$ cat src/include/rtcc_cfg.svh
// offsets, field positions, reset values and timing counts of the counter registers
`ifndef RTCC_CFG_SVH
`define RTCC_CFG_SVH

// ---------------------------------------------------------------
// register indices (byte address is four times the index)
// ---------------------------------------------------------------
`define RTCC_IDX_CTRL      8'h00
`define RTCC_IDX_STATUS    8'h0a
`define RTCC_IDX_DBG       8'h0b
`define RTCC_IDX_TRIM      8'h0c
`define RTCC_IDX_COUNT     8'h10

// ---------------------------------------------------------------
// field positions
// ---------------------------------------------------------------
`define RTCC_CTRL_SWRST_BIT   0
`define RTCC_CTRL_ENABLE_BIT  1
`define RTCC_CTRL_MODE_LSB    2
`define RTCC_CTRL_TWELVE_BIT  6
`define RTCC_STATUS_SYNC_BIT  7
`define RTCC_DBG_RUN_BIT      0
`define RTCC_TRIM_SIGN_BIT    7

// ---------------------------------------------------------------
// reset values
// ---------------------------------------------------------------
`define RTCC_DBG_RESET     8'h00
`define RTCC_TRIM_RESET    8'h00
`define RTCC_COUNT_RESET   32'h0000_0000

// ---------------------------------------------------------------
// timing
// ---------------------------------------------------------------
`define RTCC_CLK_PERIOD_NS   50
`define RTCC_TICK_PERIOD_NS  1000000
`define RTCC_TICK_CYCLES     (`RTCC_TICK_PERIOD_NS / `RTCC_CLK_PERIOD_NS)
`define RTCC_SYNC_CYCLES     3'h3

`endif

$ cat src/include/rtcc_pkg.sv
// types shared by the counter register block
package rtcc_pkg;

  typedef enum logic [1:0] {
    COUNTER32_MODE,
    COUNTER16_MODE,
    CALENDAR_MODE,
    MODE_RESERVED
  } rtcc_mode_e;

  typedef enum logic [1:0] {
    PEND_NONE,
    PEND_COUNT,
    PEND_TRIM
  } rtcc_pend_e;

  typedef struct packed {
    logic [5:0] year;
    logic [3:0] month;
    logic [4:0] day;
    logic [4:0] hour;
    logic [5:0] minute;
    logic [5:0] second;
  } rtcc_cal_s;

  typedef struct packed {
    logic        enable;
    rtcc_mode_e  mode;
    logic        twelve_hour_select;
    logic        run_in_debug;
    logic [7:0]  rate_trim;
    logic [31:0] count;
    logic [15:0] presc;
    logic [6:0]  trim_win;
    rtcc_pend_e  pend_kind;
    logic [2:0]  pend_cnt;
    logic [31:0] pend_data;
    logic [31:0] rdata;
  } rtcc_state_s;

endpackage

$ cat src/rtl/rtcc_cal_step.sv
// one-second advance of the packed calendar word
`timescale 1ns/1ps
module rtcc_cal_step
(
  input  rtcc_pkg::rtcc_cal_s cur_i,
  input  wire logic           twelve_i,
  output rtcc_pkg::rtcc_cal_s next_o
);
  import rtcc_pkg::*;

  function automatic logic [4:0] days_in_month(input logic [3:0] month, input logic leap);
    logic [4:0] d;
    d = 5'h1f;
    if (month == 4'h2)
    begin
      d = leap ? 5'h1d : 5'h1c;
    end
    else if (month == 4'h4 || month == 4'h6 || month == 4'h9 || month == 4'hb)
    begin
      d = 5'h1e;
    end
    return d;
  endfunction

  logic leap;
  logic day_roll;

  assign leap = (cur_i.year[1:0] == 2'h0);

  always_comb
  begin
    next_o   = cur_i;
    day_roll = 1'b0;
    next_o.second = cur_i.second + 6'h01;
    if (cur_i.second >= 6'h3b)
    begin
      next_o.second = 6'h00;
      next_o.minute = cur_i.minute + 6'h01;
      if (cur_i.minute >= 6'h3b)
      begin
        next_o.minute = 6'h00;
        if (!twelve_i)
        begin
          next_o.hour = cur_i.hour + 5'h01;
          if (cur_i.hour >= 5'h17)
          begin
            next_o.hour = 5'h00;
            day_roll    = 1'b1;
          end
        end
        else
        begin
          // 11 -> 12 flips the half-day; 11 PM -> 12 AM starts a new day
          next_o.hour[3:0] = cur_i.hour[3:0] + 4'h1;
          if (cur_i.hour[3:0] == 4'hb)
          begin
            next_o.hour[4] = ~cur_i.hour[4];
            day_roll       = cur_i.hour[4];
          end
          else if (cur_i.hour[3:0] >= 4'hc)
          begin
            next_o.hour[3:0] = 4'h1;
          end
        end
      end
    end
    if (day_roll)
    begin
      next_o.day = cur_i.day + 5'h01;
      if (cur_i.day >= days_in_month(cur_i.month, leap))
      begin
        next_o.day   = 5'h01;
        next_o.month = cur_i.month + 4'h1;
        if (cur_i.month >= 4'hc)
        begin
          next_o.month = 4'h1;
          next_o.year  = cur_i.year + 6'h01;
        end
      end
    end
  end

endmodule // rtcc_cal_step

$ cat src/rtl/rtcc_regs.sv
// counter, 16-bit counter and calendar value registers with trim and debug halt
//
// Implementation choice: strobed register access.
`timescale 1ns/1ps
`include "rtcc_cfg.svh"
module rtcc_regs
#(
  parameter int TICK_CYCLES = `RTCC_TICK_CYCLES
)
(
  input  wire logic        MCLK_I,
  input  wire logic        SYS_RST_I,
  input  wire logic [7:0]  ADDR_I,
  input  wire logic [31:0] WDATA_I,
  input  wire logic        WR_I,
  input  wire logic        RD_I,
  input  wire logic        DEBUG_HALT_I,
  output logic      [31:0] RDATA_O,
  output logic             SYNC_PENDING_O,
  output logic             TICK_O
);
  import rtcc_pkg::*;

  // ---------------------------------------------------------------
  // helpers
  // ---------------------------------------------------------------
  function automatic logic [7:0] byte_addr(input logic [7:0] idx);
    return {idx[5:0], 2'b00};
  endfunction

  function automatic logic hit(input logic [7:0] addr, input logic [7:0] idx);
    return addr == byte_addr(idx);
  endfunction

  localparam logic [15:0] TICK_LIMIT = 16'(TICK_CYCLES - 1);

  rtcc_state_s st;
  rtcc_state_s next_st;
  rtcc_cal_s   cal_next;
  logic [31:0] count_step;
  logic [15:0] presc_limit;
  logic        running;
  logic        tick;
  logic        swrst;
  logic        pend_busy;

  rtcc_cal_step u_cal_step
  (
    .cur_i    (rtcc_cal_s'(st.count)),
    .twelve_i (st.twelve_hour_select),
    .next_o   (cal_next)
  );

  // ---------------------------------------------------------------
  // prescaler with trim
  // ---------------------------------------------------------------
  // correction is spread over a window of 128 ticks: the first |trim| ticks of each
  // window are one clock longer or shorter, so the average rate moves in proportion
  always_comb
  begin
    presc_limit = TICK_LIMIT;
    if (st.rate_trim[6:0] != 7'h00 && st.trim_win < st.rate_trim[6:0])
    begin
      if (st.rate_trim[`RTCC_TRIM_SIGN_BIT])
      begin
        presc_limit = TICK_LIMIT - 16'h0001;
      end
      else
      begin
        presc_limit = TICK_LIMIT + 16'h0001;
      end
    end
  end

  assign running = st.enable && !(DEBUG_HALT_I && !st.run_in_debug);
  assign tick    = running && (st.presc >= presc_limit);
  assign swrst   = WR_I && hit(ADDR_I, `RTCC_IDX_CTRL) && WDATA_I[`RTCC_CTRL_SWRST_BIT];
  assign pend_busy = (st.pend_kind != PEND_NONE);

  // ---------------------------------------------------------------
  // counter step by mode
  // ---------------------------------------------------------------
  always_comb
  begin
    count_step = st.count + 32'h0000_0001;
    if (st.mode == COUNTER16_MODE)
    begin
      count_step = {16'h0000, st.count[15:0] + 16'h0001};
    end
    else if (st.mode == CALENDAR_MODE)
    begin
      count_step = 32'(cal_next);
    end
    else if (st.mode == MODE_RESERVED)
    begin
      count_step = st.count;
    end
  end

  // ---------------------------------------------------------------
  // next state
  // ---------------------------------------------------------------
  always_comb
  begin
    next_st       = st;
    next_st.rdata = 32'h0000_0000;

    if (tick)
    begin
      next_st.presc    = 16'h0000;
      next_st.trim_win = st.trim_win + 7'h01;
      next_st.count    = count_step;
    end
    else if (running)
    begin
      next_st.presc = st.presc + 16'h0001;
    end

    // transfer into the counter domain completes after a fixed delay
    if (pend_busy)
    begin
      next_st.pend_cnt = st.pend_cnt - 3'h1;
      if (st.pend_cnt == 3'h1)
      begin
        next_st.pend_kind = PEND_NONE;
        if (st.pend_kind == PEND_COUNT)
        begin
          next_st.count = st.pend_data;
          next_st.presc = 16'h0000;
        end
        else
        begin
          next_st.rate_trim = st.pend_data[7:0];
        end
      end
    end

    if (WR_I)
    begin
      if (hit(ADDR_I, `RTCC_IDX_CTRL))
      begin
        next_st.enable             = WDATA_I[`RTCC_CTRL_ENABLE_BIT];
        next_st.mode               = rtcc_mode_e'(WDATA_I[`RTCC_CTRL_MODE_LSB +: 2]);
        next_st.twelve_hour_select = WDATA_I[`RTCC_CTRL_TWELVE_BIT];
      end
      else if (hit(ADDR_I, `RTCC_IDX_DBG))
      begin
        next_st.run_in_debug = WDATA_I[`RTCC_DBG_RUN_BIT];
      end
      else if (hit(ADDR_I, `RTCC_IDX_TRIM) && !pend_busy)
      begin
        next_st.pend_kind = PEND_TRIM;
        next_st.pend_cnt  = `RTCC_SYNC_CYCLES;
        next_st.pend_data = {24'h00_0000, WDATA_I[7:0]};
      end
      else if (hit(ADDR_I, `RTCC_IDX_COUNT) && !pend_busy)
      begin
        next_st.pend_kind = PEND_COUNT;
        next_st.pend_cnt  = `RTCC_SYNC_CYCLES;
        next_st.pend_data = WDATA_I;
        if (st.mode == COUNTER16_MODE)
        begin
          next_st.pend_data = {16'h0000, WDATA_I[15:0]};
        end
      end
    end

    if (RD_I)
    begin
      if (hit(ADDR_I, `RTCC_IDX_CTRL))
      begin
        next_st.rdata[`RTCC_CTRL_ENABLE_BIT]         = st.enable;
        next_st.rdata[`RTCC_CTRL_MODE_LSB +: 2]      = st.mode;
        next_st.rdata[`RTCC_CTRL_TWELVE_BIT]         = st.twelve_hour_select;
      end
      else if (hit(ADDR_I, `RTCC_IDX_STATUS))
      begin
        next_st.rdata[`RTCC_STATUS_SYNC_BIT] = pend_busy;
      end
      else if (hit(ADDR_I, `RTCC_IDX_DBG))
      begin
        next_st.rdata[`RTCC_DBG_RUN_BIT] = st.run_in_debug;
      end
      else if (hit(ADDR_I, `RTCC_IDX_TRIM))
      begin
        next_st.rdata[7:0] = st.rate_trim;
      end
      else if (hit(ADDR_I, `RTCC_IDX_COUNT))
      begin
        next_st.rdata = st.count;
        if (st.mode == COUNTER16_MODE)
        begin
          // a mode change can leave stale upper bits behind
          next_st.rdata = {16'h0000, st.count[15:0]};
        end
      end
    end

    // software reset clears everything but the debug run choice
    if (swrst)
    begin
      next_st.enable             = 1'b0;
      next_st.mode               = COUNTER32_MODE;
      next_st.twelve_hour_select = 1'b0;
      next_st.rate_trim          = `RTCC_TRIM_RESET;
      next_st.count              = `RTCC_COUNT_RESET;
      next_st.presc              = 16'h0000;
      next_st.trim_win           = 7'h00;
      next_st.pend_kind          = PEND_NONE;
      next_st.pend_cnt           = 3'h0;
      next_st.pend_data          = 32'h0000_0000;
      next_st.run_in_debug       = st.run_in_debug;
    end
  end

  // ---------------------------------------------------------------
  // state register
  // ---------------------------------------------------------------
  always_ff @(posedge MCLK_I)
  begin
    if (SYS_RST_I)
    begin
      st                    <= '0;
      st.mode               <= COUNTER32_MODE;
      st.pend_kind          <= PEND_NONE;
      st.run_in_debug       <= 1'(`RTCC_DBG_RESET);
      st.rate_trim          <= `RTCC_TRIM_RESET;
      st.count              <= `RTCC_COUNT_RESET;
    end
    else
    begin
      st <= next_st;
    end
  end

  assign RDATA_O        = st.rdata;
  assign SYNC_PENDING_O = pend_busy;
  assign TICK_O         = tick;

endmodule // rtcc_regs

$ cat config.mk
export PLATFORM = sky130hd
export DESIGN_NAME = rtcc_regs
export DESIGN_NICKNAME = d
export VERILOG_FILES = /design/src/include/rtcc_pkg.sv /design/src/rtl/rtcc_cal_step.sv /design/src/rtl/rtcc_regs.sv
export VERILOG_INCLUDE_DIRS = /design/src /design/src/include
export SDC_FILE = /design/constraint.sdc
export NUM_CORES = 1
export LEC_CHECK = 0
export ABC_CLOCK_PERIOD_IN_PS = 4200
export BUFFER_PORTS_ARGS = -buffer_cell sky130_fd_sc_hd__buf_2
export CORE_MARGIN = 8
export CORE_UTILIZATION = 59
export CTS_CLUSTER_SIZE = 30
export DETAILED_ROUTE_END_ITERATION = 8
export HOLD_SLACK_MARGIN = 0.1
export PLACE_DENSITY = 0.8
export SLEW_MARGIN = 20
export SYNTH_ARGS = -nofsm -noshare
export SYNTH_HDL_FRONTEND = slang
export SYNTH_SLANG_ARGS = --single-unit
$ cat constraint.sdc
create_clock -name MCLK_I -period 4.2 [get_ports MCLK_I]
set_input_delay 0 -clock MCLK_I [delete_from_list [all_inputs] [get_ports MCLK_I]]
set_output_delay 0 -clock MCLK_I [all_outputs]
set_load 0.05 [all_outputs]
Yosys cells after proc, flatten, opt, wreduce, memory -nomap -nowiden
Cells that the tools add are included.

storage, ports and cells
  bits in registers = 137
  input port bits = 45
  output and inout bits = 34
  word-level logic and storage cells = 138

operators by class
  $add $sub $neg = 12
  order comparisons = 8
  equality and inequality tests = 15
  muxes and demuxes = 52
  bitwise operators = 6
  reductions and logical operators = 29

operators by type and width
  cell                                                                    number
  32-bit two-way mux                                                      12
  37-bit two-way mux                                                      5
  48-bit two-way mux                                                      3
  16-bit by 1-bit adder with 16-bit output (second input constant)        2
  32-bit by 1-bit adder with 32-bit output (second input constant)        1
  16-bit two-way mux                                                      2
  15-bit two-way mux                                                      2
  5-bit two-way mux                                                       5
  8-bit by 6-bit equality test with 1-bit output (second input constant)  3
  6-bit by 1-bit adder with 6-bit output (second input constant)          3
  17-bit two-way mux                                                      1
  16-bit greater-or-equal comparator                                      1
  7-bit two-way mux                                                       2
  4-bit equality test (second input constant)                             3
  6-bit greater-or-equal comparator (second input constant)               2
  6-bit two-way mux                                                       2
  1-bit two-way mux                                                       11
  11-bit two-way mux                                                      1
  5-bit by 1-bit adder with 5-bit output (second input constant)          2
  10-bit two-way mux                                                      1
  4-bit by 1-bit adder with 4-bit output (second input constant)          2
  4-bit by 3-bit equality test with 1-bit output (second input constant)  2
  8-bit by 7-bit equality test with 1-bit output (second input constant)  1
  4-bit greater-or-equal comparator (second input constant)               2
  other kinds (29)                                                        51

Logic depth before layout (Yosys ltp)
  depth in word-level cells = 16
  depth in mapped cells = 16
  depth with buffers taken out = 15

Cells and area by module
A second synthesis with hierarchy kept.

second synthesis, totals
  cell total of the unflattened synthesis = 1,009
  area, all modules = 8,086.5 um^2

modules (own cells, without submodules)
  module         instances  cells each  area each (um^2)  seq. area each (um^2)
  rtcc_regs      1          860         7,089.3           2,742.6
  rtcc_cal_step  1          149         997.2             0.0

Least setup slack after synthesis
OpenSTA, ideal clock, no wires.

  kind = register to register
  start = register st[126] (netlist name)
  end = register st[104] (netlist name)
  setup time = 123 ps
  arrival = 3,232 ps
  required time = 4,077 ps
  setup slack = 846 ps
  stages on the path, launching flop included = 17
  path buffers = 1
  period minus slack after synthesis = 3,354 ps
  path through = dfxtp_1 > inv_1 > ha_1 > a21o_1 > a31oi_1 > o211ai_1 > or2_2 > ha_1 > or4_1 > a311o_1 > a31oi_2 > nor2_4 > nand2_8 > inv_4 > buf_2 > o21ai_0 > o21ai_1

between the ends
  longest elaborated chain between the ends = 9
  elaborated cells between the ends (all ways) = 10
  those cells by class = 2 x order compare; 5 x mux; 3 x reduce/logical

RTL lines
  what                                                                     RTL line          source
  from (decl)                                                              rtcc_regs.sv:37   rtcc_state_s st;
  from (signal assigned)                                                   rtcc_regs.sv:232  st <= next_st;
  7-bit less-than comparator / 7-bit nonzero test (equally long branches)  rtcc_regs.sv:62   if (st.rate_trim[6:0] != 7'h00 && st.trim_win < st.rate_trim[6:0])
  1-bit logical AND *                                                      rtcc_regs.sv:62
  6-bit two-way mux *                                                      rtcc_regs.sv:62
  16-bit greater-or-equal comparator *                                     rtcc_regs.sv:76   assign tick = running && (st.presc >= presc_limit);
  1-bit logical AND *                                                      rtcc_regs.sv:76
  via TICK_O                                                               rtcc_regs.sv:20   output logic TICK_O
  32-bit two-way mux *                                                     rtcc_regs.sv:108  if (tick)
  48-bit two-way mux                                                       rtcc_regs.sv:126  if (st.pend_kind == PEND_COUNT)
  48-bit two-way mux                                                       rtcc_regs.sv:123  if (st.pend_cnt == 3'h1)
  48-bit two-way mux *                                                     rtcc_regs.sv:120  if (pend_busy)

The timed path passes the listed nets; every way through them passes the cells marked *.
A chain may end at the register's enable or synchronous reset.

Final worst setup path
  start = register st[126] (netlist name)
  end = output TICK_O

between the ends
  longest elaborated chain between the ends = 5
  elaborated cells between the ends (all ways) = 6
  those cells by class = 2 x order compare; 1 x mux; 3 x reduce/logical

RTL lines
  what                                                                     RTL line
  7-bit less-than comparator / 7-bit nonzero test (equally long branches)  rtcc_regs.sv:62
  1-bit logical AND *                                                      rtcc_regs.sv:62
  6-bit two-way mux *                                                      rtcc_regs.sv:62
  16-bit greater-or-equal comparator *                                     rtcc_regs.sv:76
  1-bit logical AND *                                                      rtcc_regs.sv:76
  to (decl)                                                                rtcc_regs.sv:20

Mark *: on every way between the ends. The rest lies on a longest branch, timed or not.

==> summary.md <==
| Metric | Value |
|---|---|
| Root Driver | `clkbuf_16` |
| Antenna viol nets, final | `0` |
| Hold WS | `0.142 ns` |
| R2R cell count | `15` |
| R2R setup slack | `0.40 ns` |
| Hold Path End | `RDATA_O[7]` |
| Worst Path Max Fanout | `27` |
| Worst hold start | `ADDR_I[2]` |
| CP Capture Type | `output port` |
| Reg2reg end | `st[100]` |
| CTS Buf Count | `17` |
| Final Max Tran Viols | `0` |
| Pre-antenna DRT Iters | `8` |
| EDFF count, synth | `0` |
| Max-cap check violation count | `0` |
| Area added between synthesis and finish | `17.3%` |
| Max IR drop VDD | `0.301 mV` |
| Clock transition at path regs | `0.06 ns` |
| Synth warn | `0` |
| Total Routing Usage GR | `26.5%` |
| Startpoint types | `flip-flop` |
| Setup Skew | `0.00755 ns` |
| First-pass GRT wire length | `34.8 mm` |
| Fmax | `253 MHz` |
| Register area share after synthesis | `36.9%` |
| Share of cells above drive strength 1 | `14.8%` |
| Unrepaired setup endpoints after global routing | `no` |
| Mapped Cells | `937` |
| Grt ovf | `0` |
| Starting Density | `59.6%` |
| Worst hold path cell count | `4` |
| Worst slew pin tran | `0.956 ns` |
| Slew headroom | `35.4%` |
| DR vias | `7,329` |
| Area contributors post-synth | `dfxtp_1 (37%), a21oi_1 (6.5%), nand2_1 (4.9%)` |
| FF+latch count, synth | `137` |
| Final period utilization | `94.2%` |
| DR iter-0 viols | `827` |
| Ant. Diodes | `0` |
| DRC errors left | `0` |
| Die Wd | `128 µm` |
| Post-synth ARST share | `0%` |
| Yosys cell types | `76` |
| Core area | `0.0125 mm²` |
| CP Class | `flip-flop to output port` |
| Synthesized area | `0.00742 mm²` |
| # Post-CTS Setup Buffers | `0` |
| Post-DP HPWL | `14.5 mm` |
| Cell area after layout | `0.00871 mm²` |
| Status | `finished, final reports clean` |
| Fin Setup TNS | `0 ns` |
| CP required | `4.20 ns` |
| DIE AREA | `0.0164 mm²` |
| Final Worst Setup Slack | `0.242 ns` |
| Synth top area share | `36.9%` |
| Vias per cell | `6.20` |
| Vias in the first global route | `6,788` |
| Dpl ws | `0.489 ns` |
| H-tree depth | `4` |
| Leakage power | `3.22 nW` |
| Crit path time final | `3.96 ns` |
| Initial antenna violation count | `0` |
| Port Buffers | `78` |
| Final net count | `1,067` |
| Final Total Pwr | `3.04 mW` |
| Detailed Route WL | `21.4 mm` |
| Pwr Density | `349 mW/mm²` |
| Ys flop type | `dfxtp_1` |
| Finished Core Util | `69.9%` |
| Pin count of the biggest net entering global routing | `53` |
| Number of cells in the finished layout apart from fillers | `1,182` |
| I/O pins | `79` |
| CTS tree | `done` |
| Die Y | `128 µm` |
| Syn Area/Cell | `7.92 µm²` |
| Most common cell after layout, fill and taps aside | `dfxtp_1` |
| Placed Cells | `1,110` |
| Final setup viols | `0` |
| Clock sinks | `137` |
| Placer Congestion | `0.989` |
| Synth area leader | `dfxtp_1` |
| Post-DP Area | `0.00766 mm²` |
| RR Startpoint | `st[126]` |
| Critical Path AT | `3.96 ns` |
| Commonest non-fill, non-tap cells in the layout | `dfxtp_1 (137), a21oi_1 (97), nand2_1 (97)` |
| Endpoints failing hold | `0` |
| Synthesized Nets | `1,007` |
| Wire per inst | `18.1 µm` |
| Max Root-Sink Buffers | `2` |
| Worst skew pair latency | `0.43 ns` |
| HP Class | `input pin to flip-flop` |
| Cell row count | `41` |
-- flip-flops by register name, summed over array words and instances, names as in the netlist --
register	flops
st	105
RDATA_O	32
-- Yosys cell counts (4+ instances only) --
master    number
nand3_1       60
nand2b_1      10
nor2b_1        6
and3_1        24
buf_4         33
inv_1         26
nand2_1       97
and2_1        11
and4_1         4
clkbuf_1      39
a222oi_1       5
nand4_1       18
a21oi_1       97
a32oi_1        7
nor3_1        25
xnor2_1       10
a22oi_1        6
o211ai_1       8
a211oi_1       8
xor2_1        13
o21ai_0       57
o21ai_1        4
or3_1          6
buf_2         16
nor2_1        71
nor4_1        13
a21o_1         6
dfxtp_1      137
or4_1          7
a31oi_1       19
ha_1          25
-- cell type report --
| class | count | area (µm²) |
|---|---|---|
| Fill cell | 979 | 3760 |
| Sequential cell | 137 | 2740 |
| Multi-Input combinational cell | 682 | 4100 |
| Tap cell | 172 | 215 |
| Timing Repair Buffer | 132 | 896 |
| Inverter | 27 | 104 |
| Clock buffer | 17 | 425 |
| Clock inverter | 15 | 225 |
-- power breakdown --
group / total (mW) / internal, mW / switching, mW
clock network: 1.64 / 1.05 / 0.590
logic: 0.0968 / 0.0461 / 0.0508
registers: 1.30 / 1.30 / 0.000590
-- worst max-delay path by stage --
stage / start / to
after floorplan: st[126] / st[104]
after global placement: st[130] / st[119]
after detailed placement: st[126] / st[100]
after CTS: st[126] / TICK_O
after global routing: st[130] / TICK_O
final: st[126] / TICK_O
-- what timing repair did --
item / CTS / global route
endpoints found under the hold margin: 45 / 0
hold buffers: 40 / 0
resized for setup: 0 / 0
-- routing by layer --
metal	vias to the layer above	GRT usage, %	share of wire, %
met3	43	6.99	11
met5	-	0	0
li1	3488	-	-
met1	3361	35.3	43
met2	437	40.2	44
met4	0	9.44	2.1
-- cell families (layout without fill, tap and decap cells) --
| family | after synthesis | count (layout) | synth area share [%] |
|---|---|---|---|
| buffers and inverters | 118 | 191 | 8.14 |
| AO/OA/AOI/OAI | 263 | 263 | 22.9 |
| adder cells (fa/ha/maj) | 25 | 25 | 4.21 |
| flip-flops | 137 | 137 | 36.9 |
| AND/OR/NAND/NOR | 367 | 367 | 24.6 |
| multiplexers | 4 | 4 | 0.556 |
| XOR/XNOR | 23 | 23 | 2.71 |
-- critical path, stage by stage, from the launching register on --
cell      delay [ns]
dfxtp_1         0.38
inv_1           0.06
ha_1            0.30
a21o_1          0.17
a31oi_1         0.17
o211ai_1        0.22
or2_2           0.33
ha_1            0.17
or4_1           0.40
a311o_1         0.34
a31oi_4         0.18
o21ai_4         0.18
nand2_8         0.24
inv_4           0.13
buf_2           0.25
(Power assumes the default switching activity.)
